===== src/bztg_defines.vh =====
// bztg_defines.vh: register map, field positions and reset values of the
// buzzer tone generator.
// assumes inclusion by bare name from the design files of this folder.
`ifndef BZTG_DEFINES_VH
`define BZTG_DEFINES_VH

// register indices (printed offsets are not multiples of four)
`define BZTG_IDX_CONTROL 16'hF2C0
`define BZTG_IDX_PATTERN 16'hF2C1
`define BZTG_IDX_PITCH 16'hF2C2
`define BZTG_IDX_DUTY 16'hF2C3
`define BZTG_IDX_BASE 16'hF2C0
`define BZTG_ADDR_W 4
// word index within the block window, address = index
`define BZTG_WORD_CONTROL 2'h0
`define BZTG_WORD_PATTERN 2'h1
`define BZTG_WORD_PITCH 2'h2
`define BZTG_WORD_DUTY 2'h3

// fields
`define BZTG_RUN_BIT 0
`define BZTG_PAT_MSB 1
`define BZTG_PITCH_MSB 2
`define BZTG_DUTY_MSB 3
`define BZTG_RESET_BYTE 8'h00

// pattern codes
`define BZTG_PAT_INTER1 2'h0
`define BZTG_PAT_INTER2 2'h1
`define BZTG_PAT_SINGLE 2'h2
`define BZTG_PAT_CONT 2'h3

// tone period is 16 slots of pitch + 1 ticks each
`define BZTG_SLOT_MAX 4'hF
`define BZTG_DUTY_MIN 4'h1

`endif


===== src/bztg_buzzer.v =====
// bztg_buzzer.v: buzzer tone generator top, avalon-mm register slave.
// assumes the doubled slow clock arrives as a level synchronous to clk_i.
`timescale 1ns/1ps
`default_nettype none
`include "bztg_defines.vh"

module bztg_buzzer #(
    parameter GATE_W = 10
) (
    // clock and reset
    input wire clk_i,
    input wire reset_n_i,
    // avalon-mm slave
    input wire [`BZTG_ADDR_W-1:0] avs_address_i,
    input wire avs_read_i,
    input wire avs_write_i,
    input wire [31:0] avs_writedata_i,
    input wire [3:0] avs_byteenable_i,
    output reg [31:0] avs_readdata_o,
    output reg avs_waitrequest_o,
    output reg avs_response_o,
    // doubled slow clock as a level
    input wire slow_clock_x2_i,
    // tone pin
    output reg tone_out_pin_o,
    output reg tone_active_o
);
    reg [7:0] buzzer_control;
    reg [7:0] buzzer_pattern_select;
    reg [7:0] buzzer_pitch_select;
    reg [7:0] buzzer_duty_select;
    reg slow_q;
    reg ack;
    reg [31:0] next_rdata;
    reg next_resp;
    wire req;
    wire [1:0] word;
    wire mapped;
    wire slow_tick;
    wire tone;
    wire single_done;
    wire run;

    // word addressed: avs address bits 1:0 pick register, upper must be 0
    assign word = avs_address_i[1:0];
    assign mapped = (avs_address_i[`BZTG_ADDR_W-1:2] == 2'h0);
    assign req = (avs_read_i || avs_write_i) && !ack;
    assign run = buzzer_control[`BZTG_RUN_BIT];

    // rising edge of the doubled slow clock, input taken as synchronous
    assign slow_tick = slow_clock_x2_i && !slow_q;

    // one wait cycle then acknowledge, keeps the read data registered
    always @* begin
        next_rdata = 32'h0000_0000;
        next_resp = 1'b0;
        case (word)
            `BZTG_WORD_CONTROL: next_rdata[7:0] = buzzer_control;
            `BZTG_WORD_PATTERN: next_rdata[7:0] = buzzer_pattern_select;
            `BZTG_WORD_PITCH: next_rdata[7:0] = buzzer_pitch_select;
            default: next_rdata[7:0] = buzzer_duty_select;
        endcase
        if (!mapped) begin
            next_rdata = 32'h0000_0000;
            next_resp = 1'b1;
        end
    end

    always @(posedge clk_i) begin
        if (!reset_n_i) begin
            buzzer_control <= `BZTG_RESET_BYTE;
            buzzer_pattern_select <= `BZTG_RESET_BYTE;
            buzzer_pitch_select <= `BZTG_RESET_BYTE;
            buzzer_duty_select <= `BZTG_RESET_BYTE;
            avs_readdata_o <= 32'h0000_0000;
            avs_waitrequest_o <= 1'b1;
            avs_response_o <= 1'b0;
            ack <= 1'b0;
            slow_q <= 1'b0;
            tone_out_pin_o <= 1'b0;
            tone_active_o <= 1'b0;
        end else begin
            slow_q <= slow_clock_x2_i;
            tone_out_pin_o <= tone;
            tone_active_o <= run && !single_done;
            ack <= req;
            avs_waitrequest_o <= !req;
            if (req) begin
                avs_readdata_o <= avs_read_i ? next_rdata : 32'h0000_0000;
                avs_response_o <= next_resp;
            end
            // only low byte lane holds register bits; upper bits kept
            if (req && avs_write_i && mapped && avs_byteenable_i[0]) begin
                case (word)
                    `BZTG_WORD_CONTROL:
                        buzzer_control <= avs_writedata_i[7:0];
                    `BZTG_WORD_PATTERN:
                        buzzer_pattern_select <= avs_writedata_i[7:0];
                    `BZTG_WORD_PITCH:
                        buzzer_pitch_select <= avs_writedata_i[7:0];
                    default:
                        buzzer_duty_select <= avs_writedata_i[7:0];
                endcase
            end
        end
    end

    // pitch codes give 8192/(pitch+1) Hz per 131 kHz doubled clock
    bztg_tone_core #(
        .GATE_W(GATE_W)
    ) u_core (
        .clk_i(clk_i),
        .reset_n_i(reset_n_i),
        .run_i(run),
        .slow_tick_i(slow_tick),
        .pattern_i(buzzer_pattern_select[`BZTG_PAT_MSB:0]),
        .pitch_i(buzzer_pitch_select[`BZTG_PITCH_MSB:0]),
        .duty_i(buzzer_duty_select[`BZTG_DUTY_MSB:0]),
        .tone_o(tone),
        .single_done_o(single_done)
    );
endmodule // bztg_buzzer
`default_nettype wire


===== src/bztg_tone_core.v =====
// bztg_tone_core.v: tone waveform engine running on enables from the
// doubled slow clock.
// assumes slow_tick_i is a one-cycle pulse per doubled slow clock edge.
`timescale 1ns/1ps
`default_nettype none
`include "bztg_defines.vh"

module bztg_tone_core #(
    parameter GATE_W = 10,
    parameter [9:0] INTER1_ON = 10'h0FF,
    parameter [9:0] INTER1_LEN = 10'h1FF,
    parameter [9:0] INTER2_ON = 10'h07F,
    parameter [9:0] INTER2_LEN = 10'h0FF,
    parameter [9:0] SINGLE_LEN = 10'h3FF
) (
    // clock and reset
    input wire clk_i,
    input wire reset_n_i,
    // settings
    input wire run_i,
    input wire slow_tick_i,
    input wire [1:0] pattern_i,
    input wire [2:0] pitch_i,
    input wire [3:0] duty_i,
    // tone
    output reg tone_o,
    output reg single_done_o
);
    reg [2:0] step;
    reg [3:0] slot;
    reg [GATE_W-1:0] gate_cnt;
    wire [3:0] duty_eff;
    wire period_end;
    reg gate_on;

    // code 0 behaves as code 1
    assign duty_eff = (duty_i == 4'h0) ? `BZTG_DUTY_MIN : duty_i;
    assign period_end = (step == pitch_i) && (slot == `BZTG_SLOT_MAX);

    // gating per pattern; counted in tone periods
    always @* begin
        case (pattern_i)
            `BZTG_PAT_INTER1: gate_on = (gate_cnt <= INTER1_ON);
            `BZTG_PAT_INTER2: gate_on = (gate_cnt <= INTER2_ON);
            `BZTG_PAT_SINGLE: gate_on = !single_done_o;
            default: gate_on = 1'b1;
        endcase
    end

    always @(posedge clk_i) begin
        if (!reset_n_i || !run_i) begin
            step <= 3'h0;
            slot <= 4'h0;
            gate_cnt <= {GATE_W{1'b0}};
            tone_o <= 1'b0;
            single_done_o <= 1'b0;
        end else if (slow_tick_i) begin
            // period = 16 * (pitch + 1) ticks, high for duty slots
            if (step == pitch_i) begin
                step <= 3'h0;
                slot <= slot + 4'h1;
            end else begin
                step <= step + 3'h1;
            end
            tone_o <= gate_on && (slot < duty_eff);
            if (period_end) begin
                case (pattern_i)
                    `BZTG_PAT_INTER1:
                        gate_cnt <= (gate_cnt >= INTER1_LEN) ?
                            {GATE_W{1'b0}} : gate_cnt + 1'b1;
                    `BZTG_PAT_INTER2:
                        gate_cnt <= (gate_cnt >= INTER2_LEN) ?
                            {GATE_W{1'b0}} : gate_cnt + 1'b1;
                    `BZTG_PAT_SINGLE: begin
                        if (gate_cnt >= SINGLE_LEN)
                            single_done_o <= 1'b1;
                        else
                            gate_cnt <= gate_cnt + 1'b1;
                    end
                    default: gate_cnt <= {GATE_W{1'b0}};
                endcase
            end
        end
    end
endmodule // bztg_tone_core
`default_nettype wire


===== config.mk =====
export PLATFORM = sky130hd
export DESIGN_NAME = bztg_buzzer
export DESIGN_NICKNAME = d
export VERILOG_FILES = /design/src/bztg_buzzer.v /design/src/bztg_tone_core.v
export VERILOG_INCLUDE_DIRS = /design/src
export SDC_FILE = /design/constraint.sdc
export NUM_CORES = 1
export LEC_CHECK = 0
export ABC_AREA = 0
export ABC_CLOCK_PERIOD_IN_PS = 2400
export BUFFER_PORTS_ARGS = -buffer_cell sky130_fd_sc_hd__buf_4
export CAP_MARGIN = 15
export CORE_ASPECT_RATIO = 1.2
export CORE_UTILIZATION = 40
export DETAILED_ROUTE_END_ITERATION = 10
export PLACE_DENSITY = 0.62
export SLEW_MARGIN = 20
export SYNTH_ARGS = -nofsm -noshare
export SYNTH_HDL_FRONTEND = slang
export SYNTH_SLANG_ARGS = --single-unit

===== constraint.sdc =====
create_clock -name clk_i -period 2.4 [get_ports clk_i]
set_clock_uncertainty 0.2 [all_clocks]
set_input_delay 0.24 -clock clk_i [delete_from_list [all_inputs] [get_ports clk_i]]
set_output_delay 0.24 -clock clk_i [all_outputs]
set_load 0.01 [all_outputs]

## After elaboration in Yosys (flattened, before gate mapping)

Index checks and enable logic that the tools add are counted.

- Reductions and logical operators: 28
- $lt $le $gt $ge: 6
- $mul: 0
- Shift-type cells: 0
- Add/sub/neg operators: 3
- Bitwise logic cells: 1
- Divide/modulo/power cells: 0
- Multiplexer cells: 11
- Eq/ne operators: 7

Operators by type and width:

| cell | count |
|---|---|
| $mux 32 | 1 |
| $mux 10 | 3 |
| $pmux 10 s3 | 1 |
| $pmux 8 s3 | 1 |
| $add 10x1->10 const B | 1 |
| $ge 10x10->1 const B | 1 |
| $ge 10x8->1 const B | 1 |
| $ge 10x9->1 const B | 1 |
| $le 10x7->1 const B | 1 |
| $le 10x8->1 const B | 1 |
| $reduce_and 2->1 | 5 |
| $logic_and 1x1->1 | 8 |
| $mux 8 | 1 |
| $logic_not 1->1 | 6 |
| $logic_not 2->1 | 3 |
| $add 4x1->4 const B | 1 |
| $eq 2x1->1 const B | 2 |
| $eq 2x2->1 const B | 2 |
| $eq 4x4->1 const B | 1 |
| $logic_not 4->1 | 1 |
| $lt 4x4->1 | 1 |
| $mux 4 | 1 |
| $reduce_and 4->1 | 1 |
| $add 3x1->3 const B | 1 |
| other kinds (9) | 10 |

- Output and inout bits: 36
- ROM bits: 0
- Bits in registers: 89
- Memories kept: 0
- Latch bits: 0
- Memory bits (writable): 0
- Bits of input ports: 45
- Logic and storage cells: 72

## Logic depth before layout (Yosys ltp)

- Word-level depth: 6
- Mapped depth: 7
- Depth with buffers taken out: 6

## By module

A second synthesis with hierarchy kept.

- Cell total of the unflattened synthesis: 363
- Area, all modules: 3324.4 um2

By module, submodules not included:

| module | times used | seq. area each (um2) | cells an instance | area each (um2) |
|---|---|---|---|---|
| bztg_buzzer | 1 | 920.9 | 225 | 2224.6 |
| bztg_tone_core | 1 | 380.4 | 138 | 1099.8 |

## Least setup slack after synthesis

Ideal clock, no wire load.

- Path type: flip-flop to flip-flop
- Start point: register u_core.gate_cnt[0]
- End point: register u_core.gate_cnt[4]
- Setup slack: 0.471 ns
- Buffers on the path: 1
- Setup time: 0.058 ns
- Data required time: 2.142 ns
- Arrival time: 1.670 ns
- Cell stages (with the launch flop): 8
- Clock period less this slack: 1.929 ns
- Cell sequence: dfxtp_1 ha_1 nand4_1 nor2_1 or3_2 a41o_1 buf_6 o21ba_1

- Longest elaborated chain between the ends: 3
- Elaborated cells on any way between the ends: 10
- Classes of those cells: add/sub: 1; order compare: 3; eq/ne: 1; mux: 4; reduce/logical: 1

RTL lines:

| item | RTL line | text |
|---|---|---|
| from (decl) | bztg_tone_core.v:31 | `reg [GATE_W-1:0] gate_cnt;` |
| from (signal assigned) | bztg_tone_core.v:54 | `gate_cnt <= {GATE_W{1'b0}};` |
| from (signal assigned) | bztg_tone_core.v:69 | `gate_cnt <= (gate_cnt >= INTER1_LEN) ?` |
| from (signal assigned) | bztg_tone_core.v:72 | `gate_cnt <= (gate_cnt >= INTER2_LEN) ?` |
| $add 10x1->10, or another cell as far along | bztg_tone_core.v:70, bztg_tone_core.v:73, bztg_tone_core.v:78 |  |
| $mux 10, or another cell as far along | bztg_tone_core.v:75 | `if (gate_cnt >= SINGLE_LEN)` |
| $pmux 10 s3 or $reduce_and 3->1 (tied branches) | - |  |

Several ways; a longest one is shown, not always the timed one. The select of a mux whose other input is x is not followed.
A chain may end at the register's enable or synchronous reset.

## Final worst setup path

- Start point: input port slow_clock_x2_i
- End point: register u_core.gate_cnt[1]

- Longest elaborated chain between the ends: 2

RTL lines:

| item | RTL line | text |
|---|---|---|
| from (decl) | bztg_buzzer.v:23 | `input wire slow_clock_x2_i,` |
| $logic_and 1x1->1 | bztg_buzzer.v:51 | `assign slow_tick = slow_clock_x2_i && !slow_q;` |
| $reduce_and 3->1 (no line) | - |  |

Every way passes these cells.

==> results_tabular.tex <==
\begin{tabular}{lr}
\hline
Metric & Value \\
\hline
\multicolumn{2}{l}{\textbf{Yosys}} \\
Post-synthesis sequential element count & 65 \\
Fraction of registers with async set or reset after synthesis & 0\% \\
Portion of the post-synthesis area used by sequential elements & a little over two fifths \\
Dominant register cell in the synthesized netlist & sky130\_fd\_sc\_hd\_\_dfxtp\_1 \\
Synth warn & 0 \\
Post-Synthesis Cells & 316 \\
Top cell type's share of synthesized area & 42.87\% \\
Netlist area before placement & 3035 sq um \\
Mean area per synthesized cell & slightly below 10 sq um \\
Number of synthesized flops with an enable pin & 0 \\
Synth cell types & 46 \\
Top cells by area in the synthesized netlist & sky130\_fd\_sc\_hd\_\_dfxtp\_1 (43\%), sky130\_fd\_sc\_hd\_\_mux2i\_1 (12\%), sky130\_fd\_sc\_hd\_\_nor2\_1 (7.5\%), sky130\_fd\_sc\_hd\_\_buf\_4 (5.9\%), sky130\_fd\_sc\_hd\_\_mux4\_2 (5.9\%) \\
Top cell type by total area after synthesis & sky130\_fd\_sc\_hd\_\_dfxtp\_1 \\
\multicolumn{2}{l}{\textbf{Cells and area}} \\
Signed area change from the synthesized netlist to the final layout & 20.90\% \\
Count of non-filler cells in the finished layout & 457 \\
Share of cells above drive strength 1 & 19.07\% \\
Most common cell after layout, fill and taps aside & sky130\_fd\_sc\_hd\_\_dfxtp\_1 \\
Number of antenna cells inserted & 0 \\
Count of nets after finishing & 413 \\
Fin area & between 3000 and 4000 sq um \\
Leading cell types in the layout, fill and taps excluded & sky130\_fd\_sc\_hd\_\_dfxtp\_1 (65), sky130\_fd\_sc\_hd\_\_nor2\_1 (61), sky130\_fd\_sc\_hd\_\_buf\_4 (38) \\
Layout filler cell count & between 700 and 800 \\
\multicolumn{2}{l}{\textbf{Detailed routing}} \\
Final wirelength & approximately 5.9 mm \\
DR pass1 iterations & 4 \\
Number of design rule violations left after detail routing & 0 \\
Average wire per standard cell & 12.90 microns \\
Number of nets with antenna violations after routing & 0 \\
Count of routing violations after the opening detailed-route iteration & 83 \\
Vias/cell & 4.947 \\
Count of vias placed by the detailed router & 2261 \\
\multicolumn{2}{l}{\textbf{CTS}} \\
Max clock buf depth & 2 \\
Total number of clock tree sinks & between 60 and 70 \\
TritonCTS clock tree & built \\
Clock network latency to the later pin of the worst-skew pair & 340 ps \\
Clk root buf & sky130\_fd\_sc\_hd\_\_clkbuf\_8 \\
Post-CTS Setup Repair Bufs & 0 \\
H-tree lvl count & 3 \\
Clock buffer count from CTS & 9 \\
Clk slew on worst S/H paths & 70 ps \\
\multicolumn{2}{l}{\textbf{Floorplanning}} \\
Starting utilization of the core area & 41.48\% \\
Area of the core & 7317 sq um \\
Width of the chip & just over 80 microns \\
Area of the die & 7942 sq um \\
Number of top-level design ports & approximately 80 \\
Site Rows & 34 \\
DIE HEIGHT & 97.43 microns \\
\multicolumn{2}{l}{\textbf{STA}} \\
RSZ-0062 raised after global routing & no \\
Max Freq & 0.4685 GHz \\
Number of setup violations in the final report & 0 \\
Headroom to the max-slew limit & 64.52\% \\
Tightest Pin Transition & 528.1 ps \\
Min Tclk post-route & about 2100 ps \\
Max Transition Viols Final & 0 \\
Total negative slack for setup checks & 0 ps \\
Least setup slack across all paths after layout & 265.6 ps \\
Tcrit/Tclk final & between 80\% and 90\% \\
Hold violation total from the final report & 0 \\
\multicolumn{2}{l}{\textbf{Critical path}} \\
Type of origin of the critical path & primary input \\
Kind of end point of the critical path & register \\
Worst Setup SP & slow\_clock\_x2\_i \\
Data required time of the worst path & around 2400 ps \\
Critical Path Fanout Max & 9 \\
Start of the worst register-to-register path & u\_core.gate\_cnt[0] \\
Arrival time reported for the critical path endpoint & 2150 ps \\
Worst Setup Path Type & in -> reg \\
\multicolumn{2}{l}{\textbf{Global routing}} \\
Wire length of the first global-routing pass & 9.770 mm \\
Number of antenna violations at the first check in global routing & 0 \\
Via count of the first global-routing pass & 2200 \\
Total overflow reported by the global router & 0 \\
Total Routing Usage GR & 16.11\% \\
Largest net degree at the start of global routing & 20 \\
\multicolumn{2}{l}{\textbf{Placed design}} \\
HPWL reported at the end of detailed placement & $\sim$4.2 mm \\
Final Wtd Congestion & a little under 0.8 \\
Placed cells & between 400 and 500 \\
Placed inst area & 3278 sq um \\
Number of buffers inserted by port buffering & 29 \\
Setup WS pre-CTS & 318.3 ps \\
\multicolumn{2}{l}{\textbf{Power}} \\
Max VDD drop & 0.3652 mV \\
Pwr Density & 677.9 nW/um\^{}2 \\
Total leakage power & 0.001587 uW \\
\multicolumn{2}{l}{\textbf{Min path}} \\
Worst min-delay path category & in -> reg \\
Start point of the worst min-delay path & avs\_address\_i[2] \\
\multicolumn{2}{l}{\textbf{Job}} \\
Max-cap violations & 0 \\
\multicolumn{2}{l}{\textbf{Run status}} \\
Run status & completed \\
\hline
\end{tabular}
==> per-layer routing <==
layer  GRT usage [%]  vias to the layer above  routed length (microns)  share of wire, %
met5               0                        -                        0                 0
li1                -                     1143                        -                 -
met1           19.17                     1064                     2652                45
met4           8.242                        0                       84               1.4
met3           2.911                        8                      214               3.6
met2           26.92                       46                     2945                50
==> layout make-up <==
class	instances	area, sq um	share of cell area (%)
clock buffers	10	137.6	3.750
clock inverters	6	137.6	3.750
inverters	9	33.78	0.9206
multi-input cells	228	1551	42.28
flip-flops and latches	65	1301	35.46
well taps	90	112.6	3.069
repair buffers	49	395.4	10.77
==> Yosys cell counts, types with 2 or more instances <==
library cell	number
sky130_fd_sc_hd__mux4_2	8
sky130_fd_sc_hd__nand2b_1	2
sky130_fd_sc_hd__nor4_1	4
sky130_fd_sc_hd__a22oi_1	8
sky130_fd_sc_hd__and2_1	4
sky130_fd_sc_hd__and4_1	2
sky130_fd_sc_hd__o21ai_0	6
sky130_fd_sc_hd__ha_1	6
sky130_fd_sc_hd__buf_4	24
sky130_fd_sc_hd__nor3_1	5
sky130_fd_sc_hd__nor2_1	61
sky130_fd_sc_hd__nand3b_1	3
sky130_fd_sc_hd__dfxtp_1	65
sky130_fd_sc_hd__a31oi_1	2
sky130_fd_sc_hd__buf_2	4
sky130_fd_sc_hd__mux2i_1	35
sky130_fd_sc_hd__inv_1	8
sky130_fd_sc_hd__or3_1	3
sky130_fd_sc_hd__xnor2_1	9
sky130_fd_sc_hd__nand3_1	5
sky130_fd_sc_hd__a21oi_1	8
sky130_fd_sc_hd__nand2_1	9
sky130_fd_sc_hd__xor2_1	2
sky130_fd_sc_hd__clkbuf_1	8
sky130_fd_sc_hd__or3_2	2
sky130_fd_sc_hd__nand4_1	3
==> worst paths after layout <==
kind / to / slack [ps] / depth (start not counted)
setup / recovery: u_core.gate_cnt[1] / 270 / 7
hold / removal: avs_response_o / 50 / 5
setup reg to reg: u_core.gate_cnt[4] / 340 / 6
hold reg to reg: tone_active_o / 280 / 1
==> kinds of logic after synthesis <==
family          Yosys count  synth area share (%)
fa+ha+maj                 6                 2.473
xor+xnor                 11                 3.174
compound gates           32                 7.008
mux                      43                 17.48
other cells               1                0.1235
simple gates            112                 17.81
buf+inv                  46                 9.068
flops                    65                 42.87
==> stage by stage <==
step	hold slack [ps]	utilization, %	total power [uW]
after floorplan	161.7	-	1217
after global placement	254.1	44.80	1239
after detailed placement	260.7	44.80	1239
after CTS	38.90	50.07	2524
after global routing	111.6	50.15	2580
final	52.10	50.15	2488
==> power breakdown <==
group / switching, uW / internal (uW)
Combinational: 77.2 / 60.1
Clock: 431 / 829
Sequential: 4.18 / 1090
Total: 513 / 1980
==> worst max-delay path: stages <==
cell and delay [ps]:
sky130_fd_sc_hd__dlygate4sd3_1 520, sky130_fd_sc_hd__buf_4 110, sky130_fd_sc_hd__and2b_1 210, sky130_fd_sc_hd__nand4_2 250
sky130_fd_sc_hd__nor3_1 530, sky130_fd_sc_hd__mux2i_1 240, sky130_fd_sc_hd__nor2_1 50
==> flip-flops by register name, indices dropped and copies added (netlist names), 3 cells and up <==
| signal | flops |
|---|---|
| avs_readdata_o | 8 |
| buzzer_control | 8 |
| buzzer_duty_select | 8 |
| buzzer_pattern_select | 8 |
| buzzer_pitch_select | 8 |
| u_core.gate_cnt | 10 |
| u_core.slot | 4 |
| u_core.step | 3 |
==> timing repair <==
item | CTS | global route
setup endpoints to repair | 0 | 1
endpoints found under the hold margin | 34 | 0
hold buffers | 11 | 0
gates resized for setup | 0 | 1
No activity file was read; power rests on OpenSTA's default activity.
